**src/design/option_config_defs.svh**
```systemverilog
`ifndef OPTION_CONFIG_DEFS_SVH
`define OPTION_CONFIG_DEFS_SVH

// ****************************************
// Register offsets
// ****************************************
`define OFS_REMAP_OPTION_BYTE        4'h0
`define OFS_CLOCK_OPTION_BYTE        4'h1
`define OFS_OSC_SETTLE_OPTION_BYTE   4'h2
`define OFS_STATUS                   4'h3
`define OFS_REMAP_ACTIVE             4'h4
`define OFS_SETTLE_CYCLES_LO         4'h5
`define OFS_SETTLE_CYCLES_HI         4'h6

// ****************************************
// Power-on values of the option bytes
// ****************************************
`define RST_REMAP_OPTION_BYTE        8'h00
`define RST_CLOCK_OPTION_BYTE        8'h00
`define RST_OSC_SETTLE_OPTION_BYTE   8'h00

// ****************************************
// Field positions
// ****************************************
`define BIT_EXT_CLOCK_SELECT         3
`define BIT_WAKEUP_SRC_SELECT        2
`define BIT_PRSC_HI                  1
`define BIT_PRSC_LO                  0
`define BIT_REMAP_SEVEN              7
`define BIT_REMAP_SIX                6
`define BIT_REMAP_FIVE               5
`define BIT_REMAP_FOUR               4
`define BIT_REMAP_THREE              3
`define BIT_REMAP_TWO                2

// ****************************************
// Settle codes and counts
// ****************************************
`define SETTLE_CODE_2048             8'h00
`define SETTLE_CODE_128              8'hb4
`define SETTLE_CODE_8                8'hd2
`define SETTLE_CODE_HALF             8'he1
`define SETTLE_HALF_CYCLES_2048      13'h1000
`define SETTLE_HALF_CYCLES_128       13'h0100
`define SETTLE_HALF_CYCLES_8         13'h0010
`define SETTLE_HALF_CYCLES_HALF      13'h0001

// ****************************************
// Wakeup prescaler divide ratios
// ****************************************
`define PRSC_DIV_16MHZ               8'h7d
`define PRSC_DIV_8MHZ                8'h3e
`define PRSC_DIV_4MHZ                8'h1f

`endif

```
**src/design/option_config_pkg.sv**
```systemverilog
package option_config_pkg;

    typedef enum logic {
        OSC_CRYSTAL,
        OSC_EXT_CLOCK
    } osc_mode_t;

    typedef enum logic {
        WAKE_SRC_LOW_SPEED_INTERNAL,
        WAKE_SRC_HIGH_SPEED_EXTERNAL
    } wake_src_t;

    typedef struct packed {
        osc_mode_t   osc_mode;
        logic        oscillator_output_pin_enable;
        wake_src_t   wake_src;
        logic [7:0]  wakeup_prescale_ratio;
        logic [12:0] settle_half_cycles;
    } clock_config_t;

    typedef struct packed {
        logic c3_timer_one_ch1_inverted;
        logic c4_timer_one_ch2_inverted;
        logic d7_timer_one_ch4;
        logic d0_configurable_clock_output;
        logic b4_adc_external_trigger;
        logic b5_timer_one_break_input;
        logic c3_top_level_interrupt_input;
        logic c4_analog_input_two;
        logic d2_analog_input_three;
        logic d4_serial_interface_clock_output;
    } pin_remap_t;

    typedef struct packed {
        logic [3:0] addr;
        logic [7:0] wdata;
        logic       wr;
        logic       rd;
    } reg_req_t;

endpackage : option_config_pkg

```
**src/design/option_byte_config_decoder.sv**
```systemverilog
// Chosen here: the register addresses and the strobed register port.
`timescale 1ns/1ns
`include "option_config_defs.svh"


module option_byte_config_decoder
    import option_config_pkg::*;
(
    input  wire logic                           clock,
    input  wire logic                           sys_rst,
    input  wire logic                           clock_enable,
    input  wire option_config_pkg::reg_req_t    reg_req,
    output logic      [7:0]                     reg_rdata,
    output option_config_pkg::clock_config_t    clock_config,
    output option_config_pkg::pin_remap_t       pin_remap,
    output logic                                config_valid,
    output logic                                port_conflict
);
    import option_config_pkg::*;

    // ****************************************
    // Option byte storage
    // ****************************************
    // Power-on value only; reset leaves these bytes alone
    logic [7:0]    remap_option_byte_reg = `RST_REMAP_OPTION_BYTE;
    logic [7:0]    remap_option_byte_next;
    logic [7:0]    clock_option_byte_reg = `RST_CLOCK_OPTION_BYTE;
    logic [7:0]    clock_option_byte_next;
    logic [7:0]    oscillator_settle_option_byte_reg = `RST_OSC_SETTLE_OPTION_BYTE;
    logic [7:0]    oscillator_settle_option_byte_next;

    // ****************************************
    // Latched configuration
    // ****************************************
    logic [7:0]    remap_live_reg;
    logic [7:0]    remap_live_next;
    logic [7:0]    clock_live_reg;
    logic [7:0]    clock_live_next;
    logic [7:0]    settle_live_reg;
    logic [7:0]    settle_live_next;
    logic          in_reset_reg;
    logic          in_reset_next;
    logic          config_valid_reg;
    logic          config_valid_next;
    logic [7:0]    reg_rdata_reg;
    logic [7:0]    reg_rdata_next;
    clock_config_t clock_config_reg;
    clock_config_t clock_config_next;
    pin_remap_t    pin_remap_reg;
    pin_remap_t    pin_remap_next;
    logic          port_conflict_reg;
    logic          port_conflict_next;
    logic [12:0]   settle_half_cycles;

    function automatic logic [7:0] prescale_ratio(input logic [1:0] code);
        if (!code[`BIT_PRSC_HI])
            prescale_ratio = `PRSC_DIV_16MHZ;
        else if (!code[`BIT_PRSC_LO])
            prescale_ratio = `PRSC_DIV_8MHZ;
        else
            prescale_ratio = `PRSC_DIV_4MHZ;
    endfunction : prescale_ratio

    function automatic logic count_ones_over_one(input logic [2:0] bits);
        count_ones_over_one = (bits[0] & bits[1]) | (bits[0] & bits[2]) | (bits[1] & bits[2]);
    endfunction : count_ones_over_one

    settle_count_decode u_settle (
        .settle_code        (settle_live_reg),
        .settle_half_cycles (settle_half_cycles)
    );

    // ****************************************
    // Register writes and capture
    // ****************************************
    always_comb begin
        remap_option_byte_next             = remap_option_byte_reg;
        clock_option_byte_next             = clock_option_byte_reg;
        oscillator_settle_option_byte_next = oscillator_settle_option_byte_reg;
        remap_live_next                    = remap_live_reg;
        clock_live_next                    = clock_live_reg;
        settle_live_next                   = settle_live_reg;
        in_reset_next                      = 1'b0;
        config_valid_next                  = config_valid_reg;
        // Option bytes are writable whenever the enable is high; new values act after a reset
        if (reg_req.wr) begin
            unique case (reg_req.addr)
                `OFS_REMAP_OPTION_BYTE:      remap_option_byte_next = reg_req.wdata;
                `OFS_CLOCK_OPTION_BYTE:      clock_option_byte_next = reg_req.wdata;
                `OFS_OSC_SETTLE_OPTION_BYTE: oscillator_settle_option_byte_next = reg_req.wdata;
                default: ;
            endcase
        end
        if (in_reset_reg) begin
            remap_live_next   = remap_option_byte_reg;
            clock_live_next   = clock_option_byte_reg;
            settle_live_next  = oscillator_settle_option_byte_reg;
            config_valid_next = 1'b1;
        end
    end

    // ****************************************
    // Decode of latched settings
    // ****************************************
    always_comb begin
        clock_config_next.osc_mode = clock_live_reg[`BIT_EXT_CLOCK_SELECT] ?
                                     OSC_EXT_CLOCK : OSC_CRYSTAL;
        clock_config_next.oscillator_output_pin_enable = ~clock_live_reg[`BIT_EXT_CLOCK_SELECT];
        clock_config_next.wake_src = clock_live_reg[`BIT_WAKEUP_SRC_SELECT] ?
                                     WAKE_SRC_HIGH_SPEED_EXTERNAL : WAKE_SRC_LOW_SPEED_INTERNAL;
        clock_config_next.wakeup_prescale_ratio =
            prescale_ratio(clock_live_reg[`BIT_PRSC_HI:`BIT_PRSC_LO]);
        clock_config_next.settle_half_cycles = settle_half_cycles;

        pin_remap_next.c3_timer_one_ch1_inverted        = remap_live_reg[`BIT_REMAP_SEVEN];
        pin_remap_next.c4_timer_one_ch2_inverted        = remap_live_reg[`BIT_REMAP_SEVEN];
        pin_remap_next.d7_timer_one_ch4                 = remap_live_reg[`BIT_REMAP_SIX];
        pin_remap_next.d0_configurable_clock_output     = remap_live_reg[`BIT_REMAP_FIVE];
        pin_remap_next.b4_adc_external_trigger          = remap_live_reg[`BIT_REMAP_FOUR];
        pin_remap_next.b5_timer_one_break_input         = remap_live_reg[`BIT_REMAP_FOUR];
        pin_remap_next.c3_top_level_interrupt_input     = remap_live_reg[`BIT_REMAP_THREE];
        pin_remap_next.c4_analog_input_two              = remap_live_reg[`BIT_REMAP_TWO];
        pin_remap_next.d2_analog_input_three            = remap_live_reg[`BIT_REMAP_TWO];
        pin_remap_next.d4_serial_interface_clock_output = remap_live_reg[`BIT_REMAP_TWO];
        // flag same-port overlap
        // Port C: seven, three, two; port D: six, five, two. Flag only, no override.
        port_conflict_next =
            count_ones_over_one({remap_live_reg[`BIT_REMAP_SEVEN],
                                 remap_live_reg[`BIT_REMAP_THREE],
                                 remap_live_reg[`BIT_REMAP_TWO]}) |
            count_ones_over_one({remap_live_reg[`BIT_REMAP_SIX],
                                 remap_live_reg[`BIT_REMAP_FIVE],
                                 remap_live_reg[`BIT_REMAP_TWO]});
    end

    // ****************************************
    // Read path
    // ****************************************
    always_comb begin
        reg_rdata_next = 8'h00;
        if (reg_req.rd) begin
            unique case (reg_req.addr)
                `OFS_REMAP_OPTION_BYTE:      reg_rdata_next = remap_option_byte_reg;
                `OFS_CLOCK_OPTION_BYTE:      reg_rdata_next = clock_option_byte_reg;
                `OFS_OSC_SETTLE_OPTION_BYTE: reg_rdata_next = oscillator_settle_option_byte_reg;
                `OFS_STATUS:          reg_rdata_next = {6'h00, port_conflict_reg, config_valid_reg};
                `OFS_REMAP_ACTIVE:    reg_rdata_next = remap_live_reg;
                `OFS_SETTLE_CYCLES_LO: reg_rdata_next = clock_config_reg.settle_half_cycles[7:0];
                `OFS_SETTLE_CYCLES_HI:
                    reg_rdata_next = {3'h0, clock_config_reg.settle_half_cycles[12:8]};
                default:              reg_rdata_next = 8'h00;
            endcase
        end
    end

    // ****************************************
    // State registers
    // ****************************************
    // Reset waits for the enable too, so a frozen block stays frozen
    always_ff @(posedge clock) begin
        if (clock_enable) begin
            if (sys_rst) begin
                // Option bytes stand in for nonvolatile storage: reset leaves them
                in_reset_reg      <= 1'b1;
                config_valid_reg  <= 1'b0;
                reg_rdata_reg     <= 8'h00;
                remap_live_reg    <= `RST_REMAP_OPTION_BYTE;
                clock_live_reg    <= `RST_CLOCK_OPTION_BYTE;
                settle_live_reg   <= `RST_OSC_SETTLE_OPTION_BYTE;
            end else begin
                in_reset_reg      <= in_reset_next;
                config_valid_reg  <= config_valid_next;
                reg_rdata_reg     <= reg_rdata_next;
                remap_live_reg    <= remap_live_next;
                clock_live_reg    <= clock_live_next;
                settle_live_reg   <= settle_live_next;
            end
        end
    end

    // Held across reset on purpose
    always_ff @(posedge clock) begin
        if (clock_enable) begin
            remap_option_byte_reg             <= remap_option_byte_next;
            clock_option_byte_reg             <= clock_option_byte_next;
            oscillator_settle_option_byte_reg <= oscillator_settle_option_byte_next;
        end
    end

    always_ff @(posedge clock) begin
        if (clock_enable) begin
            if (sys_rst) begin
                clock_config_reg  <= '0;
                pin_remap_reg     <= '0;
                port_conflict_reg <= 1'b0;
            end else begin
                clock_config_reg  <= clock_config_next;
                pin_remap_reg     <= pin_remap_next;
                port_conflict_reg <= port_conflict_next;
            end
        end
    end

    assign reg_rdata     = reg_rdata_reg;
    assign clock_config  = clock_config_reg;
    assign pin_remap     = pin_remap_reg;
    assign config_valid  = config_valid_reg;
    assign port_conflict = port_conflict_reg;

endmodule : option_byte_config_decoder

```
**src/design/settle_count_decode.sv**
```systemverilog
`timescale 1ns/1ns
`include "option_config_defs.svh"

module settle_count_decode (
    input  wire logic [7:0]  settle_code,
    output logic      [12:0] settle_half_cycles
);
    // ****************************************
    // Settle code lookup
    // ****************************************
    // code to half cycles
    always_comb begin
        unique case (settle_code)
            `SETTLE_CODE_128:  settle_half_cycles = `SETTLE_HALF_CYCLES_128;
            `SETTLE_CODE_8:    settle_half_cycles = `SETTLE_HALF_CYCLES_8;
            `SETTLE_CODE_HALF: settle_half_cycles = `SETTLE_HALF_CYCLES_HALF;
            // Unlisted codes fall back to the longest, safest wait
            default:           settle_half_cycles = `SETTLE_HALF_CYCLES_2048;
        endcase
    end

endmodule : settle_count_decode

```
**config.mk**
```make
export PLATFORM = sky130hd
export DESIGN_NAME = option_byte_config_decoder
export DESIGN_NICKNAME = d
export VERILOG_FILES = /design/src/design/option_config_pkg.sv /design/src/design/option_byte_config_decoder.sv /design/src/design/settle_count_decode.sv
export VERILOG_INCLUDE_DIRS = /design/src /design/src/design
export SDC_FILE = /design/constraint.sdc
export NUM_CORES = 1
export LEC_CHECK = 0
export BUFFER_PORTS_ARGS = -buffer_cell sky130_fd_sc_hd__buf_2
export CAP_MARGIN = 20
export CORE_MARGIN = 5
export CORE_UTILIZATION = 30
export DETAILED_ROUTE_END_ITERATION = 8
export GPL_TIMING_DRIVEN = 0
export REMOVE_ABC_BUFFERS = 1
export SYNTH_ARGS = -nofsm -noshare
export SYNTH_HDL_FRONTEND = slang
export SYNTH_SLANG_ARGS = --single-unit
```
**constraint.sdc**
```tcl
create_clock -name clock -period 3.27 [get_ports clock]
set_clock_uncertainty 0.1 [all_clocks]
set_input_delay 0.327 -clock clock [delete_from_list [all_inputs] [get_ports clock]]
set_output_delay 0.327 -clock clock [all_outputs]
set_load 0.01 [all_outputs]
```
# Word level (Yosys, flattened, before mapping)
# Index checks and enable logic that the tools add are counted.
[word_totals] in_bits=17 ff_bits=85 output_inout_bits=44
[op_classes] bitwise=14 reduce_logical=8 n_eq_ne=9 muxes=11
[ops] operator="$pmux W8 S7" n=1
[ops] operator="$pmux W13 S3" n=1
[ops] operator="$eq A8 B8 Y1 const B" n=3
[ops] operator="$mux W8" n=2
[ops] operator="$eq A4 B3 Y1 const B" n=3
[ops] operator="$reduce_and A3 Y1" n=3
[ops] operator="$eq A4 B2 Y1 const B" n=2
[ops] operator="$mux W7" n=1
[ops] operator="$and A1 B1 Y1" n=6
[ops] operator="$mux W6" n=1
[ops] operator="$or A1 B1 Y1" n=5
[ops] operator="$eq A4 B1 Y1 const B" n=1
[ops] operator="$logic_not A4 Y1" n=1
[ops] operator="$mux W1" n=4
[ops] operator="$mux W4" n=1
[ops] operator="$reduce_or A2 Y1" n=2
[ops] operator="$not A1 Y1" n=3
[ops] operator="$reduce_and A2 Y1" n=1
[ops] operator="$reduce_bool A2 Y1" n=1

# Longest topological paths before layout
[depth] depth_word=4 ltp_mapped=5

# By module
# Synthesis repeated with hierarchy kept, for this count alone.
[hier_totals] hier_cells=246 hier_area_um2=3608.5
[modules_own_cells] module="option_byte_config_decoder" area_per_inst_um2=3442.1 cells_per_inst=226 n_inst=1
[modules_own_cells] module="settle_count_decode" area_per_inst_um2=166.4 cells_per_inst=20 n_inst=1

# Least setup slack after synthesis
# No wires, ideal clock.
[synth_path] path_type="in2reg" from="in reg_req[12] in the netlist's numbering" to="reg clock_option_byte_reg[0] (enable)" slack_ns=1.263 stages=5 setup_time_ns=0.385 t_required_ns=2.785 path_buffers=2 arrival_time_ns=1.522 cell_sequence="buf_4 buf_6 nor2_4 nand3_1 nor3b_1"
[synth_via] elab_chain_len=2
[synth_lines] element="start, declared" line="option_byte_config_decoder.sv:12" rtl="input wire option_config_pkg::reg_req_t reg_req,"
[synth_lines] element="$eq A4 B1 Y1" line="option_byte_config_decoder.sv:87" rtl="unique case (reg_req.addr)"
[synth_lines] element="$reduce_and A3 Y1 (no source line)"
[synth_lines] element="end signal, assigned" line="option_byte_config_decoder.sv:185" rtl="clock_option_byte_reg <= clock_option_byte_next;"
[synth_lines] element="end, declared" line="option_byte_config_decoder.sv:27" rtl="logic [7:0] clock_option_byte_reg = `RST_CLOCK_OPTION_BYTE;"
# Every way passes these cells.
# A chain may end at the register's enable or synchronous reset.

# Final worst setup path
[layout_path] from="in clock_enable" to="reg oscillator_settle_option_byte_reg[4] (enable)"
[layout_via] elab_chain_len=1
[layout_lines] element="start, declared" line="option_byte_config_decoder.sv:11" rtl="input wire logic clock_enable,"
[layout_lines] element="$reduce_and A3 Y1 (no source line)"
[layout_lines] element="end signal, assigned" line="option_byte_config_decoder.sv:186" rtl="oscillator_settle_option_byte_reg <= oscillator_settle_option_byte_next;"
[layout_lines] element="end, declared" line="option_byte_config_decoder.sv:29" rtl="logic [7:0] oscillator_settle_option_byte_reg = `RST_OSC_SETTLE_OPTION_BYTE;"
# Every way passes these cells.

==> impl_results.rst <==
.. list-table::
   :header-rows: 1

   * - Metric
     - Value
   * - Result of the run
     - completed
   * - Transition time at the pin with the least slew margin
     - 0.951 ns
   * - Buffer levels on the longest clock path
     - 2
   * - RR Endpoint
     - settle_live_reg[6]$_SDFFCE_PP0P_
   * - Clock latency on the worst-skew pair
     - about 0.35 ns
   * - Stages on the worst setup path
     - 4
   * - Area Overhead vs Synth
     - 14.0%
   * - Final period util
     - 0.650
   * - Post-Layout Inst Area
     - 3650 sq um
   * - Quantity of gates resized following cts
     - 0
   * - Core utilization of the finished layout
     - 0.352
   * - Core footprint
     - 10400 sq um
   * - Die H
     - 113 um
   * - Deepest level of the CTS H-tree
     - 3
   * - Register area share after synthesis
     - 0.685
   * - Number of buffers inserted by port buffering
     - 50
   * - Data required, critical path
     - 3.23 ns
   * - NetSw
     - 419 uW
   * - Placement row count
     - 37
   * - Critical path origin
     - clock_enable
   * - Via count
     - 1796
   * - Number of synthesized register bits
     - 73
   * - Number of antenna violations at the first check in global routing
     - 0
   * - Slowest cell delay on critical path
     - ~0.7 ns
   * - CP Capture Type
     - flip-flop
   * - TritonRoute pass-1 iters
     - 4
   * - Number of buffers inserted for hold repair after clock tree synthesis
     - 0
   * - N_diodes
     - 0
   * - Synth top area cells
     - edfxtp_1, nor2b_1, buf_4
   * - HPWL Detailed
     - between 4000 and 5000 um
   * - Relative contribution of sequential cells to total power
     - 0.574
   * - Min-Delay Path Class
     - in -> reg
   * - Share of async-settable or async-resettable flops after synthesis
     - 0
   * - Tot Pwr
     - between 1.5 and 2 mW
   * - Worst supply voltage drop on vdd
     - between 0.15 and 0.2 mV
   * - Max Cap Viol
     - 0
   * - Area of the die
     - 12800 sq um
   * - Standard cell area after detailed placement
     - 3460 sq um
   * - Number of flops mapped to enable cells by yosys
     - 73
   * - Final hold slack
     - 0.0756 ns
   * - Worst-path clk slew
     - ~0.08 ns
   * - # Post-CTS Setup Buffers
     - 0
   * - Reg-to-reg critical path startpoint
     - in_reset_reg$_DFFE_PP_
   * - Final critical path time including I/O delays and setup
     - 2.12 ns
   * - Clock share of power
     - 0.360
   * - Remaining antenna violation count
     - 0
   * - Post-Syn Instances
     - around 220
   * - Power density of the placed cells
     - 513 nW/um^2
   * - Aggregate global routing overflow
     - 0
   * - Worst-path cell chain
     - buf_2 > nand3_1 > nor3b_1 > buf_4
   * - Mean instance size in the synthesized netlist
     - 14.7 sq um
   * - Dominant cell type by area after synthesis
     - edfxtp_1
   * - Synth cell types
     - 34
   * - Drt initial violations
     - 43
   * - Share of Yosys cell area claimed by the top area cell type
     - 0.685
   * - Clock Tree Root
     - clkbuf_8
   * - Boundary Pins
     - 61
   * - Slew Limit Fails
     - 0
   * - Critical-path cell with the highest stage delay
     - nor3b_1
   * - WHS Endpoint
     - oscillator_settle_option_byte_reg[3]$_DFFE_PP_
   * - Total Routed Length
     - roughly 6200 um
   * - Cell Area, Synth
     - 3200 sq um
   * - Multi-input gate area in the final layout
     - slightly above 800 sq um
   * - Number of buffers added by the clock tree synthesis step
     - 9
   * - Switching share of power
     - 0.224
   * - Area occupied by registers
     - about 2200 sq um
   * - Combinational cell fraction of total power
     - 0.066
   * - Most frequent cells in the layout
     - edfxtp_1, buf_2, nor2b_1
   * - Overall global routing resource usage
     - 0.101
   * - Largest net degree at the start of global routing
     - 40
   * - Buf/Inv on CP
     - 2
   * - Most frequent standard cell in the layout excluding fill and tap cells
     - edfxtp_1
   * - Detailed-route vias per instance
     - 4.46
   * - Standby leakage power
     - 1.35 nW
   * - Effective utilization at floorplan
     - 0.309
   * - Register-to-register path setup slack
     - 1.69 ns
   * - Fin nets
     - 279
   * - Max-slew headroom
     - 0.366
   * - Kind of cell adding the most delay to the critical path
     - simple AND/OR/NAND/NOR gates
   * - DRC violation count after routing
     - 0
   * - Count of final setup violators
     - 0
   * - Crit Path Max Fanout
     - 30
   * - Fin. Hold Viols
     - 0
   * - Wire length of the first global-routing pass
     - 9730 um
   * - Internal power contribution
     - 1.45 mW
   * - Chip Width
     - 113 um
   * - Element type at the critical path start
     - input pin
   * - Instance count along the most critical hold path
     - 1
   * - Ratio of cells with drive above 1 in the final layout
     - 0.273
   * - Data arrival time of the critical path
     - 2.08 ns
   * - Worst hold path startpoint
     - reg_req[5]
   * - Synth Flop Type
     - edfxtp_1
   * - CTS Sinks
     - 73
   * - Flip-flop count of the largest register after layout
     - 12
   * - Total negative setup slack
     - 0 ns
   * - Via count of the first global-routing pass
     - 1911
   * - Reg2reg path depth
     - 1
   * - Type of the setup path with the least slack
     - in -> reg
   * - Number of filler instances in the final layout
     - a little over 1000
   * - Count of synthesis-stage warnings from yosys
     - 0
   * - Clock tree from TritonCTS
     - built
   * - Global placement routability congestion
     - 0.764
   * - Unrepaired setup endpoints after global routing
     - no
   * - Routed wire per std cell
     - 15.3 um
   * - Maximum operating frequency
     - 471 MHz
==> final cells by class <==
cell class | instances | share of cell area
clock buffer | 10 | 0.0350
clock inverter | 6 | 0.0161
inverter | 3 | 0.00309
multi-input combinational | 122 | 0.223
sequential | 73 | 0.601
tap | 136 | 0.0467
timing repair buffer | 53 | 0.0748
==> stage by stage <==
step,setup slack (ns),cells
after CTS,1.15,403
after detailed placement,0.805,387
final,1.15,403
after global routing,0.952,403
after floorplan,1.52,198
after global placement,0.520,384
==> logic make-up (layout without fill, tap and decap cells) <==
| family | after synthesis | count (layout) | synth area share |
|---|---|---|---|
| muxes | 8 | 8 | 0.0313 |
| and+or+nand+nor | 81 | 81 | 0.167 |
| DFF | 73 | 73 | 0.685 |
| buffers and inverters | 32 | 72 | 0.0708 |
| other | 1 | 10 | 0.00117 |
| AOI/OAI and AO/OA | 23 | 23 | 0.0446 |
==> cells in the mapped netlist, types with 3 or more instances <==
library cell	instances
a21oi_1	8
nand3b_1	6
mux2_2	3
edfxtp_1	73
nand3_1	5
nor2b_1	29
and3b_1	10
clkbuf_1	3
nor2_1	7
nand2_1	7
nor3b_1	3
buf_4	22
o21ai_0	5
a211o_1	3
mux2_1	3
inv_1	3
nor4bb_1	4
buf_6	3
==> power by group through the flow <==
stage	registers [mW]	clock network [mW]	logic, mW
2_1_floorplan	1.11	0	0.0435
3_3_place_gp	1.10	0	0.124
3_5_place_dp	1.10	0	0.126
4_1_cts	1.08	0.693	0.126
5_1_grt	1.08	0.728	0.138
6_report	1.07	0.673	0.124
==> how the worst max path moves through the flow <==
| stage | slack (ns) | endpoint |
|---|---|---|
| 2_1_floorplan | 1.52 | clock_option_byte_reg[0]$_DFFE_PP_ |
| 3_3_place_gp | 0.52 | clock_option_byte_reg[2]$_DFFE_PP_ |
| 3_5_place_dp | 0.80 | oscillator_settle_option_byte_reg[7]$_DFFE_PP_ |
| 4_1_cts | 1.15 | oscillator_settle_option_byte_reg[4]$_DFFE_PP_ |
| 5_1_grt | 0.95 | oscillator_settle_option_byte_reg[4]$_DFFE_PP_ |
| 6_report | 1.15 | oscillator_settle_option_byte_reg[4]$_DFFE_PP_ |
==> per-layer routing <==
metal	vias up	track usage	part of all wire
met5	-	0	0
met3	12	0.0326	0.065
met4	0	0.0625	0.028
li1	873	-	-
met2	50	0.170	0.49
met1	861	0.111	0.41
Power figures use the tool's default switching activity.
